$ cat config.mk
export PLATFORM = sky130hd
export DESIGN_NAME = cgs_top
export DESIGN_NICKNAME = d
export VERILOG_FILES = /design/src/hw/cgs_pkg.sv /design/src/hw/cgs_edge_if.sv /design/src/hw/cgs_clk_div.sv /design/src/hw/cgs_clk_switch.sv /design/src/hw/cgs_top.sv
export SDC_FILE = /design/constraint.sdc
export NUM_CORES = 1
export LEC_CHECK = 0
export BUFFER_PORTS_ARGS = -buffer_cell sky130_fd_sc_hd__buf_4
export CAP_MARGIN = 20
export CORE_UTILIZATION = 55
export DETAILED_ROUTE_END_ITERATION = 8
export PLACE_DENSITY = 0.81
export REMOVE_ABC_BUFFERS = 1
export SLEW_MARGIN = 20
export SYNTH_ARGS = -nofsm -noshare
export SYNTH_HDL_FRONTEND = slang
export SYNTH_SLANG_ARGS = --single-unit
$ cat constraint.sdc
create_clock -name CORE_CLK_I -period 6.1 [get_ports CORE_CLK_I]
set_clock_uncertainty 0.2 [all_clocks]
set_input_delay 1.525 -clock CORE_CLK_I [delete_from_list [all_inputs] [get_ports CORE_CLK_I]]
set_output_delay 1.525 -clock CORE_CLK_I [all_outputs]
set_load 0.01 [all_outputs]
$ cat src/hw/cgs_pkg.sv
// constants for the clock generator selector: register map, fields, resets
// assumes a single core clock and byte-wide registers on 32-bit words
package cgs_pkg;

  // ---------------------------------------------------------------------------
  // timing
  // ---------------------------------------------------------------------------
  localparam int unsigned CORE_CLK_HZ = 50_000_000;
  localparam int unsigned NOM_FREQ_HZ = 38_400; // center-of-range unit frequency
  localparam int unsigned SWITCH_STAGES = 3; // edges of each source per hand-over: old side shifts out, then new side shifts in
  localparam int unsigned BUS_DIV = 4; // bus clock versus selected source

  // ---------------------------------------------------------------------------
  // register indices, byte address is four times the index
  // ---------------------------------------------------------------------------
  localparam int unsigned ADDR_W = 10;
  localparam logic [7:0] IDX_CTRL = 8'h1a;
  localparam logic [7:0] IDX_BWC = 8'h1b;
  localparam logic [7:0] IDX_MULH = 8'h1c;
  localparam logic [7:0] IDX_MULL = 8'h1d;
  localparam logic [7:0] IDX_VRS = 8'h1e;
  localparam logic [7:0] IDX_RDS = 8'h1f;
  localparam logic [7:0] IDX_STAT = 8'h20;
  localparam logic [7:0] IDX_CENTER = 8'h21;

  // ---------------------------------------------------------------------------
  // field positions and reset values
  // ---------------------------------------------------------------------------
  localparam int unsigned CTRL_IE = 7;
  localparam int unsigned CTRL_ON = 5;
  localparam int unsigned CTRL_SEL = 4;
  localparam int unsigned CTRL_PRE_LSB = 2;
  localparam int unsigned CTRL_EXP_LSB = 0;
  localparam int unsigned BWC_AUTO = 7;
  localparam int unsigned BWC_ACQ = 5;
  localparam logic [7:0] CTRL_RST = 8'h2f;
  localparam logic [7:0] BWC_RST = 8'h00;
  localparam logic [11:0] MUL_RST = 12'h000;
  localparam logic [7:0] VRS_RST = 8'h40;
  localparam logic [3:0] RDS_RST = 4'h1;

  localparam logic [1:0] RESP_OKAY = 2'h0;
  localparam logic [1:0] RESP_SLVERR = 2'h2;

endpackage

$ cat src/hw/cgs_edge_if.sv
// edge pulses of the sampled crystal and vco clocks, core clock domain
// assumes both pulses are one core cycle wide
`timescale 1ns/1ns
interface cgs_edge_if;
  logic x_rise;
  logic v_rise;
  modport src (output x_rise, output v_rise);
  modport dst (input x_rise, input v_rise);
endinterface

$ cat src/hw/cgs_clk_div.sv
// modulo divider of an edge pulse train
// assumes modulus is never zero; callers map zero beforehand
`timescale 1ns/1ns
module cgs_clk_div
  import cgs_pkg::*;
#(
  parameter int unsigned W = 12
)
(
  input wire logic clk_i,
  input wire logic rst_n_i,
  input wire logic in_pulse_i,
  input wire logic [W-1:0] modulus_i,
  output logic out_pulse_o
);

  logic [W-1:0] cnt_q, cnt_d;
  logic out_d;

  // ---------------------------------------------------------------------------
  // count input pulses, emit one pulse per modulus
  // ---------------------------------------------------------------------------
  always_comb
  begin
    cnt_d = cnt_q;
    out_d = 1'b0;
    if (in_pulse_i)
    begin
      if (cnt_q >= modulus_i - W'(1))
      begin
        cnt_d = '0;
        out_d = 1'b1;
      end
      else
        cnt_d = cnt_q + W'(1);
    end
  end

  always_ff @(posedge clk_i)
  begin
    if (!rst_n_i)
    begin
      cnt_q <= '0;
      out_pulse_o <= 1'b0;
    end
    else
    begin
      cnt_q <= cnt_d;
      out_pulse_o <= out_d;
    end
  end

endmodule // cgs_clk_div

$ cat src/hw/cgs_clk_switch.sv
// glitch-free hand-over between crystal and vco, then divide by two and four
// assumes edge pulses from the edge interface and a core-domain select
`timescale 1ns/1ns
module cgs_clk_switch
  import cgs_pkg::*;
(
  input wire logic clk_i,
  input wire logic rst_n_i,
  cgs_edge_if.dst edge_if,
  input wire logic sel_vco_i,
  output logic base_clk_o,
  output logic bus_clk_o,
  output logic active_vco_o,
  output logic in_transit_o
);

  logic [SWITCH_STAGES-1:0] x_sh_q, x_sh_d, v_sh_q, v_sh_d;
  logic base_d, bus_d;
  logic x_en, v_en, tick;

  assign x_en = x_sh_q[SWITCH_STAGES-1];
  assign v_en = v_sh_q[SWITCH_STAGES-1];
  assign tick = (x_en & edge_if.x_rise) | (v_en & edge_if.v_rise);
  assign active_vco_o = v_en;
  assign in_transit_o = !(x_en && !sel_vco_i) && !(v_en && sel_vco_i);

  // ---------------------------------------------------------------------------
  // each source's enable is shifted by that source's own edges
  // ---------------------------------------------------------------------------
  always_comb
  begin
    x_sh_d = x_sh_q;
    v_sh_d = v_sh_q;
    base_d = base_clk_o;
    bus_d = bus_clk_o;
    if (edge_if.x_rise)
      x_sh_d = {x_sh_q[SWITCH_STAGES-2:0], !sel_vco_i && !(|v_sh_q)};
    if (edge_if.v_rise)
      v_sh_d = {v_sh_q[SWITCH_STAGES-2:0], sel_vco_i && !(|x_sh_q)};
    if (tick)
    begin
      base_d = !base_clk_o;
      if (!base_clk_o)
        bus_d = !bus_clk_o;
    end
  end

  always_ff @(posedge clk_i)
  begin
    if (!rst_n_i)
    begin
      x_sh_q <= '1;
      v_sh_q <= '0;
      base_clk_o <= 1'b0;
      bus_clk_o <= 1'b0;
    end
    else
    begin
      x_sh_q <= x_sh_d;
      v_sh_q <= v_sh_d;
      base_clk_o <= base_d;
      bus_clk_o <= bus_d;
    end
  end
endmodule // cgs_clk_switch

$ cat src/hw/cgs_top.sv
// clock generator selector: divider programming, base clock selection
// assumes AXI4-Lite on the core clock; oscillator and vco arrive as pins
//
// Chosen here: the register offsets and the AXI4-Lite interface to the registers.
`timescale 1ns/1ns
module cgs_top
  import cgs_pkg::*;
(
  input wire logic CORE_CLK_I,
  input wire logic RST_N_I,
  input wire logic [ADDR_W-1:0] S_AXI_AWADDR_I,
  input wire logic S_AXI_AWVALID_I,
  output logic S_AXI_AWREADY_O,
  input wire logic [31:0] S_AXI_WDATA_I,
  input wire logic [3:0] S_AXI_WSTRB_I,
  input wire logic S_AXI_WVALID_I,
  output logic S_AXI_WREADY_O,
  output logic [1:0] S_AXI_BRESP_O,
  output logic S_AXI_BVALID_O,
  input wire logic S_AXI_BREADY_I,
  input wire logic [ADDR_W-1:0] S_AXI_ARADDR_I,
  input wire logic S_AXI_ARVALID_I,
  output logic S_AXI_ARREADY_O,
  output logic [31:0] S_AXI_RDATA_O,
  output logic [1:0] S_AXI_RRESP_O,
  output logic S_AXI_RVALID_O,
  input wire logic S_AXI_RREADY_I,
  input wire logic OSC_AMP_IN_I,
  input wire logic VCO_CLOCK_I,
  input wire logic OSC_ENABLE_IN_I,
  output logic CRYSTAL_CLOCK_O,
  output logic BUFFERED_CRYSTAL_OUT_O,
  output logic BASE_CLOCK_OUT_O,
  output logic BUS_CLOCK_O,
  output logic PLL_POWER_ON_O,
  output logic REF_DIV_CLOCK_O,
  output logic VCO_FB_CLOCK_O,
  output logic [1:0] PRESCALE_EXP_O,
  output logic [11:0] FB_MULT_O,
  output logic [3:0] REF_DIV_O,
  output logic [1:0] RANGE_EXP_O,
  output logic [7:0] LINEAR_FACTOR_O
);

  // maps a programmed zero onto one
  function automatic logic [11:0] zero_as_one(input logic [11:0] v);
    zero_as_one = (v == 12'h000) ? 12'h001 : v;
  endfunction

  // register index from a byte address
  function automatic logic [7:0] reg_idx(input logic [ADDR_W-1:0] a);
    reg_idx = a[ADDR_W-1:2];
  endfunction

  // ---------------------------------------------------------------------------
  // pin sampling: two flops, then a third for edge detection
  // ---------------------------------------------------------------------------
  logic [2:0] x_s_q, v_s_q;
  logic [1:0] en_s_q;
  logic pll_run;
  cgs_edge_if edges ();

  always_ff @(posedge CORE_CLK_I)
  begin
    if (!RST_N_I)
    begin
      x_s_q <= 3'h0;
      v_s_q <= 3'h0;
      en_s_q <= 2'h0;
    end
    else
    begin
      x_s_q <= {x_s_q[1:0], OSC_AMP_IN_I};
      v_s_q <= {v_s_q[1:0], VCO_CLOCK_I};
      en_s_q <= {en_s_q[0], OSC_ENABLE_IN_I};
    end
  end

  assign edges.x_rise = x_s_q[1] & ~x_s_q[2] & en_s_q[1];
  assign edges.v_rise = v_s_q[1] & ~v_s_q[2]; // ungated so the switch can always flush its vco side

  // crystal gated by the enable pin, and buffered out ungated
  assign CRYSTAL_CLOCK_O = OSC_AMP_IN_I & OSC_ENABLE_IN_I;
  assign BUFFERED_CRYSTAL_OUT_O = OSC_AMP_IN_I;

  // ---------------------------------------------------------------------------
  // bus write and read channels
  // ---------------------------------------------------------------------------
  logic aw_hold_q, aw_hold_d, w_hold_q, w_hold_d, bvalid_d, rvalid_d;
  logic [ADDR_W-1:0] awaddr_q, awaddr_d;
  logic [7:0] wdata_q, wdata_d, rdata_d;
  logic wlane_q, wlane_d;
  logic [1:0] bresp_d, rresp_d;
  logic wr_go, rd_go, wr_hit, rd_hit;
  logic [7:0] wr_idx, rd_val;

  assign S_AXI_AWREADY_O = !aw_hold_q && !S_AXI_BVALID_O;
  assign S_AXI_WREADY_O = !w_hold_q && !S_AXI_BVALID_O;
  assign S_AXI_ARREADY_O = !S_AXI_RVALID_O;
  assign wr_go = aw_hold_q && w_hold_q && !S_AXI_BVALID_O;
  assign rd_go = S_AXI_ARVALID_I && S_AXI_ARREADY_O;
  assign wr_idx = reg_idx(awaddr_q);
  assign wr_hit = wr_idx >= IDX_CTRL && wr_idx <= IDX_CENTER;
  assign rd_hit = reg_idx(S_AXI_ARADDR_I) >= IDX_CTRL && reg_idx(S_AXI_ARADDR_I) <= IDX_CENTER;

  // capture address and data in either order, answer when both are held
  always_comb
  begin
    aw_hold_d = aw_hold_q;
    w_hold_d = w_hold_q;
    awaddr_d = awaddr_q;
    wdata_d = wdata_q;
    wlane_d = wlane_q;
    bvalid_d = S_AXI_BVALID_O;
    bresp_d = S_AXI_BRESP_O;
    rvalid_d = S_AXI_RVALID_O;
    rdata_d = S_AXI_RDATA_O[7:0];
    rresp_d = S_AXI_RRESP_O;
    if (S_AXI_AWVALID_I && S_AXI_AWREADY_O)
    begin
      aw_hold_d = 1'b1;
      awaddr_d = S_AXI_AWADDR_I;
    end
    if (S_AXI_WVALID_I && S_AXI_WREADY_O)
    begin
      w_hold_d = 1'b1;
      wdata_d = S_AXI_WDATA_I[7:0];
      wlane_d = S_AXI_WSTRB_I[0];
    end
    if (wr_go)
    begin
      aw_hold_d = 1'b0;
      w_hold_d = 1'b0;
      bvalid_d = 1'b1;
      bresp_d = wr_hit ? RESP_OKAY : RESP_SLVERR;
    end
    else if (S_AXI_BVALID_O && S_AXI_BREADY_I)
      bvalid_d = 1'b0;
    if (rd_go)
    begin
      rvalid_d = 1'b1;
      rdata_d = rd_hit ? rd_val : 8'h00;
      rresp_d = rd_hit ? RESP_OKAY : RESP_SLVERR;
    end
    else if (S_AXI_RVALID_O && S_AXI_RREADY_I)
      rvalid_d = 1'b0;
  end

  always_ff @(posedge CORE_CLK_I)
  begin
    if (!RST_N_I)
    begin
      aw_hold_q <= 1'b0;
      w_hold_q <= 1'b0;
      awaddr_q <= '0;
      wdata_q <= 8'h00;
      wlane_q <= 1'b0;
      S_AXI_BVALID_O <= 1'b0;
      S_AXI_BRESP_O <= RESP_OKAY;
      S_AXI_RVALID_O <= 1'b0;
      S_AXI_RDATA_O <= 32'h0000_0000;
      S_AXI_RRESP_O <= RESP_OKAY;
    end
    else
    begin
      aw_hold_q <= aw_hold_d;
      w_hold_q <= w_hold_d;
      awaddr_q <= awaddr_d;
      wdata_q <= wdata_d;
      wlane_q <= wlane_d;
      S_AXI_BVALID_O <= bvalid_d;
      S_AXI_BRESP_O <= bresp_d;
      S_AXI_RVALID_O <= rvalid_d;
      S_AXI_RDATA_O <= {24'h000000, rdata_d};
      S_AXI_RRESP_O <= rresp_d;
    end
  end

  // ---------------------------------------------------------------------------
  // programming registers with the on/select interlocks
  // ---------------------------------------------------------------------------
  logic ie_q, ie_d, on_q, on_d, sel_q, sel_d, auto_q, auto_d, acq_q, acq_d;
  logic [1:0] pre_q, pre_d, exp_q, exp_d;
  logic [11:0] mul_q, mul_d;
  logic [7:0] vrs_q, vrs_d;
  logic [3:0] rds_q, rds_d;
  logic wr_en;
  logic active_vco, in_transit;

  assign wr_en = wr_go && wr_hit && wlane_q;

  always_comb
  begin
    ie_d = ie_q;
    on_d = on_q;
    sel_d = sel_q;
    pre_d = pre_q;
    exp_d = exp_q;
    auto_d = auto_q;
    acq_d = acq_q;
    mul_d = mul_q;
    vrs_d = vrs_q;
    rds_d = rds_q;
    if (wr_en)
    begin
      unique case (wr_idx)
        IDX_CTRL:
        begin
          ie_d = wdata_q[CTRL_IE];
          on_d = wdata_q[CTRL_ON] | sel_q | (wdata_q[CTRL_SEL] & on_q);
          sel_d = wdata_q[CTRL_SEL] & on_q;
          if (!on_q)
          begin
            pre_d = wdata_q[CTRL_PRE_LSB +: 2];
            exp_d = wdata_q[CTRL_EXP_LSB +: 2];
          end
        end
        IDX_BWC:
        begin
          auto_d = wdata_q[BWC_AUTO];
          if (!auto_q)
            acq_d = wdata_q[BWC_ACQ];
        end
        IDX_MULH: mul_d[11:8] = wdata_q[3:0];
        IDX_MULL: mul_d[7:0] = wdata_q;
        IDX_VRS: vrs_d = wdata_q;
        IDX_RDS: rds_d = wdata_q[3:0];
        default: ;
      endcase
    end
    if (!auto_d)
      ie_d = 1'b0;
    if (vrs_d == 8'h00)
      sel_d = 1'b0;
  end

  always_ff @(posedge CORE_CLK_I)
  begin
    if (!RST_N_I)
    begin
      ie_q <= CTRL_RST[CTRL_IE];
      on_q <= CTRL_RST[CTRL_ON];
      sel_q <= CTRL_RST[CTRL_SEL];
      pre_q <= CTRL_RST[CTRL_PRE_LSB +: 2];
      exp_q <= CTRL_RST[CTRL_EXP_LSB +: 2];
      auto_q <= BWC_RST[BWC_AUTO];
      acq_q <= BWC_RST[BWC_ACQ];
      mul_q <= MUL_RST;
      vrs_q <= VRS_RST;
      rds_q <= RDS_RST;
    end
    else
    begin
      ie_q <= ie_d;
      on_q <= on_d;
      sel_q <= sel_d;
      pre_q <= pre_d;
      exp_q <= exp_d;
      auto_q <= auto_d;
      acq_q <= acq_d;
      mul_q <= mul_d;
      vrs_q <= vrs_d;
      rds_q <= rds_d;
    end
  end

  // read values; lock and its flag are not modelled and read as zero
  always_comb
  begin
    unique case (reg_idx(S_AXI_ARADDR_I))
      IDX_CTRL: rd_val = {ie_q, 1'b0, on_q, sel_q, pre_q, exp_q};
      IDX_BWC: rd_val = {auto_q, 1'b0, acq_q, 5'h00};
      IDX_MULH: rd_val = {4'h0, mul_q[11:8]};
      IDX_MULL: rd_val = mul_q[7:0];
      IDX_VRS: rd_val = vrs_q;
      IDX_RDS: rd_val = {4'h0, rds_q};
      IDX_STAT: rd_val = {4'h0, in_transit, active_vco, pll_run, en_s_q[1]};
      IDX_CENTER: rd_val = 8'(vrs_q << exp_q);
      default: rd_val = 8'h00;
    endcase
  end

  // ---------------------------------------------------------------------------
  // effective divider values and pll enable
  // ---------------------------------------------------------------------------
  assign pll_run = on_q && (vrs_q != 8'h00) && en_s_q[1];
  assign PLL_POWER_ON_O = pll_run;
  assign PRESCALE_EXP_O = pre_q;
  assign RANGE_EXP_O = exp_q;
  assign LINEAR_FACTOR_O = vrs_q;
  assign FB_MULT_O = zero_as_one(mul_q);
  assign REF_DIV_O = 4'(zero_as_one({8'h00, rds_q}));

  // ---------------------------------------------------------------------------
  // reference and feedback dividers, then the base clock switch
  // ---------------------------------------------------------------------------
  logic pre_pulse;

  cgs_clk_div #(.W(4)) u_ref_div (
    .clk_i(CORE_CLK_I),
    .rst_n_i(RST_N_I),
    .in_pulse_i(edges.x_rise),
    .modulus_i(REF_DIV_O),
    .out_pulse_o(REF_DIV_CLOCK_O)
  );

  cgs_clk_div #(.W(4)) u_pre_div (
    .clk_i(CORE_CLK_I),
    .rst_n_i(RST_N_I),
    .in_pulse_i(edges.v_rise & pll_run),
    .modulus_i(4'(4'h1 << pre_q)),
    .out_pulse_o(pre_pulse)
  );

  cgs_clk_div #(.W(12)) u_fb_div (
    .clk_i(CORE_CLK_I),
    .rst_n_i(RST_N_I),
    .in_pulse_i(pre_pulse),
    .modulus_i(FB_MULT_O),
    .out_pulse_o(VCO_FB_CLOCK_O)
  );

  cgs_clk_switch u_switch (
    .clk_i(CORE_CLK_I),
    .rst_n_i(RST_N_I),
    .edge_if(edges.dst),
    .sel_vco_i(sel_q),
    .base_clk_o(BASE_CLOCK_OUT_O),
    .bus_clk_o(BUS_CLOCK_O),
    .active_vco_o(active_vco),
    .in_transit_o(in_transit)
  );
endmodule // cgs_top

==> summary.txt <==
Run status
  • Status: complete, no violations

Final layout
  • Design area: 6314 um2
  • Post-Layout Cell Count: 848
  • Post-layout nets: 800
  • Fill cells: 849
  • Ratio of cells with drive above 1 in the final layout: 18.18%
  • N_diodes: 0
  • FF/Latch Area: 2062 um2
  • P&R area growth vs syn: 12.79%
  • Final cell utilization of the core: 64.30%
  • Footprint of the multi-input gates: 3196 um2

Detailed routing
  • Antenna-violating nets left: 0
  • Via count: 4,784
  • Post-Route WL: 12,390 um
  • Residual DRC: 0
  • Pre-antenna DRT Iters: 5
  • Iteration-0 DRC Markers: 249
  • WL/cell: 14.62 um
  • Vias/cell: 5.642

GRT
  • Largest net degree at the start of global routing: 97
  • Vias in the first global route: 4,144
  • GR Util All Layers: 23.72%
  • Total gr overflow: 0
  • Initial antenna violation count: 0
  • Wire length of the first global-routing pass: 19,750 um

Critical path
  • Critical Path Source: mul_q[5]
  • Crit-path cells: or4_1 -> nor2_1 -> nor4b_2 -> nor2_1 -> ha_1 -> nand2_1 -> or2_2 -> nor2_1 -> xnor2_1 -> ha_1 -> nand2_1 -> o21ai_0 -> a22oi_1 -> nand3_1 -> nor2_1
  • Worst flop-to-flop path startpoint: mul_q[5]
  • CP Class: flop to flop
  • Worst Path Buf+Inv: 0
  • R2R depth: 15
  • Slowest cell on crit path: or4_1
  • Kind of start point of the critical path: flop
  • Worst Path Required: 6.20 ns
  • Worst endpoint data arrival time: 4.02 ns
  • Top cell by count, worst path: nor2_1
  • Worst Path Max Fanout: 12
  • Critical Path Sink Type: flop
  • Family with the most delay on the worst path: simple AND/OR/NAND/NOR gates
  • CP max stage delay: 0.63 ns
  • Setup slack, reg-to-reg: 2.18 ns
  • Reg-to-reg critical path endpoint: u_fb_div.cnt_q[11]

Clock tree
  • Cts bufs inserted: 9
  • Clk buf depth: 2
  • Clock Latency Late Sink: 0.37 ns
  • Htree depth: 3
  • Setup bufs post-CTS: 0
  • CTS sink cnt: 103
  • Root Driver: clkbuf_8
  • CTS tree: built
  • CTS Hold Bufs: 0
  • Clock-pin slew on the worst setup and hold paths: 0.11 ns
  • Post-cts sizing count: 0

Flow run
  • Max_cap viols: 0

Place
  • DP Area: 6105 um2
  • RePlAce Congestion: 0.8321
  • Dpl hpwl: 9066 um
  • DP Cell Count: 832
  • Place WS: 2.186 ns
  • # port buffers: 84

Power and ir drop
  • Total chip power: 1.230 mW
  • Peak supply drop: 0.0001368 V
  • Leakage: 2.611 nW
  • Pwr per Cell Area: 194.8 nW/um2

Floorplan
  • Core outline area: 9819 um2
  • Initial Util: 57.01%
  • DIE AREA: 10,590 um2
  • Die X-Extent: 102.9 um
  • Chip height: 102.9 um
  • Top Ports: 142
  • Row count: 36

Logic synthesis
  • Ys flop type: dfxtp_1
  • Synthesized instance count: 663
  • Avg Cell Area, Syn: 8.443 um2
  • Mapped Area: 5598 um2
  • Syn. warnings: 0
  • Yosys reg bits: 103
  • Synth area leaders: dfxtp_1 37%, nand2_1 7.2%, ha_1 5.4%, mux2i_1 4.5%, a21boi_0 4.2%
  • Sequential share of the synthesized area: 36.84%
  • Post-synth top area cell: dfxtp_1
  • Commonest cells in the netlist: 107 x nand2_1, 103 x dfxtp_1, 50 x nor2_1
  • Fraction of post-synthesis cell area in the top cell type by area: 36.84%
  • EDFF count, synth: 0
  • Count of cell types in the netlist: 66
  • Async set-or-reset flop fraction in the synthesized netlist: 0%
  • Most frequent cell after synthesis: nand2_1

Hold path
  • Hold EP: en_s_q[1]
  • Worst Hold Depth: 1
  • Hold_sp: en_s_q[0]
  • Hold WC Path Type: flop to flop

STA
  • Slew @ Worst Pin: 0.8269 ns
  • Tcrit/Tclk final: 64.24%
  • RSZ-0062 raised after global routing: no
  • PnR worst setup slack: 2.181 ns
  • FMAX: 255.2 MHz
  • Final setup viols: 0
  • Fin crit period: 3.919 ns
  • Slew Limit Fails: 0
  • Worst hold slack: 0.2479 ns
  • Final setup TNS: 0 ns
  • Final Hold Viols: 0
  • Slew margin rel.: 44.08%
worst register-to-register path, stage by stage, from the launching register on:
cell and delay, ns:
dfxtp_1 0.42, or4_1 0.63, nor2_1 0.16, nor4b_2 0.27
nor2_1 0.15, ha_1 0.25, nand2_1 0.09, or2_2 0.14
nor2_1 0.05, xnor2_1 0.23, ha_1 0.28, nand2_1 0.09
o21ai_0 0.08, a22oi_1 0.20, nand3_1 0.38, nor2_1 0.24
cell families after synthesis:
family | count (synthesis) | share of synthesized area (%)
compound gates | 115 | 14.24
xor+xnor | 23 | 3.599
fa+ha+maj | 24 | 5.364
buf+inv | 88 | 7.867
flops | 103 | 36.84
mux | 35 | 6.884
other cells | 1 | 0.06699
simple gates | 274 | 25.15
per-layer routing:
layer  routed length, um  track usage (%)  share of wire, %
met1                5653            32.60                46
met2                5734            37.90                46
met3                 810            4.475               6.5
met4                 196            7.151               1.6
met5                   0                0                 0
cell usage in the layout, fill, tap and decap left out, types with 24 or more instances in the layout:
cell type	count
nand2_1	107
ha_1	24
conb_1	26
dfxtp_1	103
o21ai_0	26
buf_4	84
a21boi_0	31
nor2_1	50
mux2i_1	25
cell type report:
cell class	count	area share (%)
sequential	103	32.66
timing repair buffer	84	9.988
multi-input combinational	497	50.61
clock inverter	7	1.249
tap	133	2.636
inverter	15	0.8918
clock buffer	9	1.962
flip-flops by register name (all words and copies together), names as in the netlist, 4 cells and up:
name             flops
mul_q               12
wdata_q              8
u_pre_div.cnt_q      4
u_ref_div.cnt_q      4
awaddr_q             8
u_fb_div.cnt_q      12
LINEAR_FACTOR_O      8
rds_q                4
S_AXI_RDATA_O        8
worst max-delay path by stage:
| stage | cells past startpoint | slack [ns] | endpoint |
|---|---|---|---|
| after floorplan | 15 | 2.67 | u_fb_div.cnt_q[0] |
| after global placement | 15 | 2.31 | u_fb_div.cnt_q[1] |
| after detailed placement | 15 | 2.19 | u_fb_div.cnt_q[11] |
| after CTS | 15 | 2.16 | u_fb_div.cnt_q[11] |
| after global routing | 15 | 1.86 | u_fb_div.cnt_q[11] |
| final | 15 | 2.18 | u_fb_div.cnt_q[11] |
report_power, final:
group / switching [mW] / internal (mW) / total [mW]
clock network: 0.267 / 0.162 / 0.429
registers: 0.0169 / 0.685 / 0.702
logic: 0.0550 / 0.0434 / 0.0984
(Power assumes the default switching activity.)
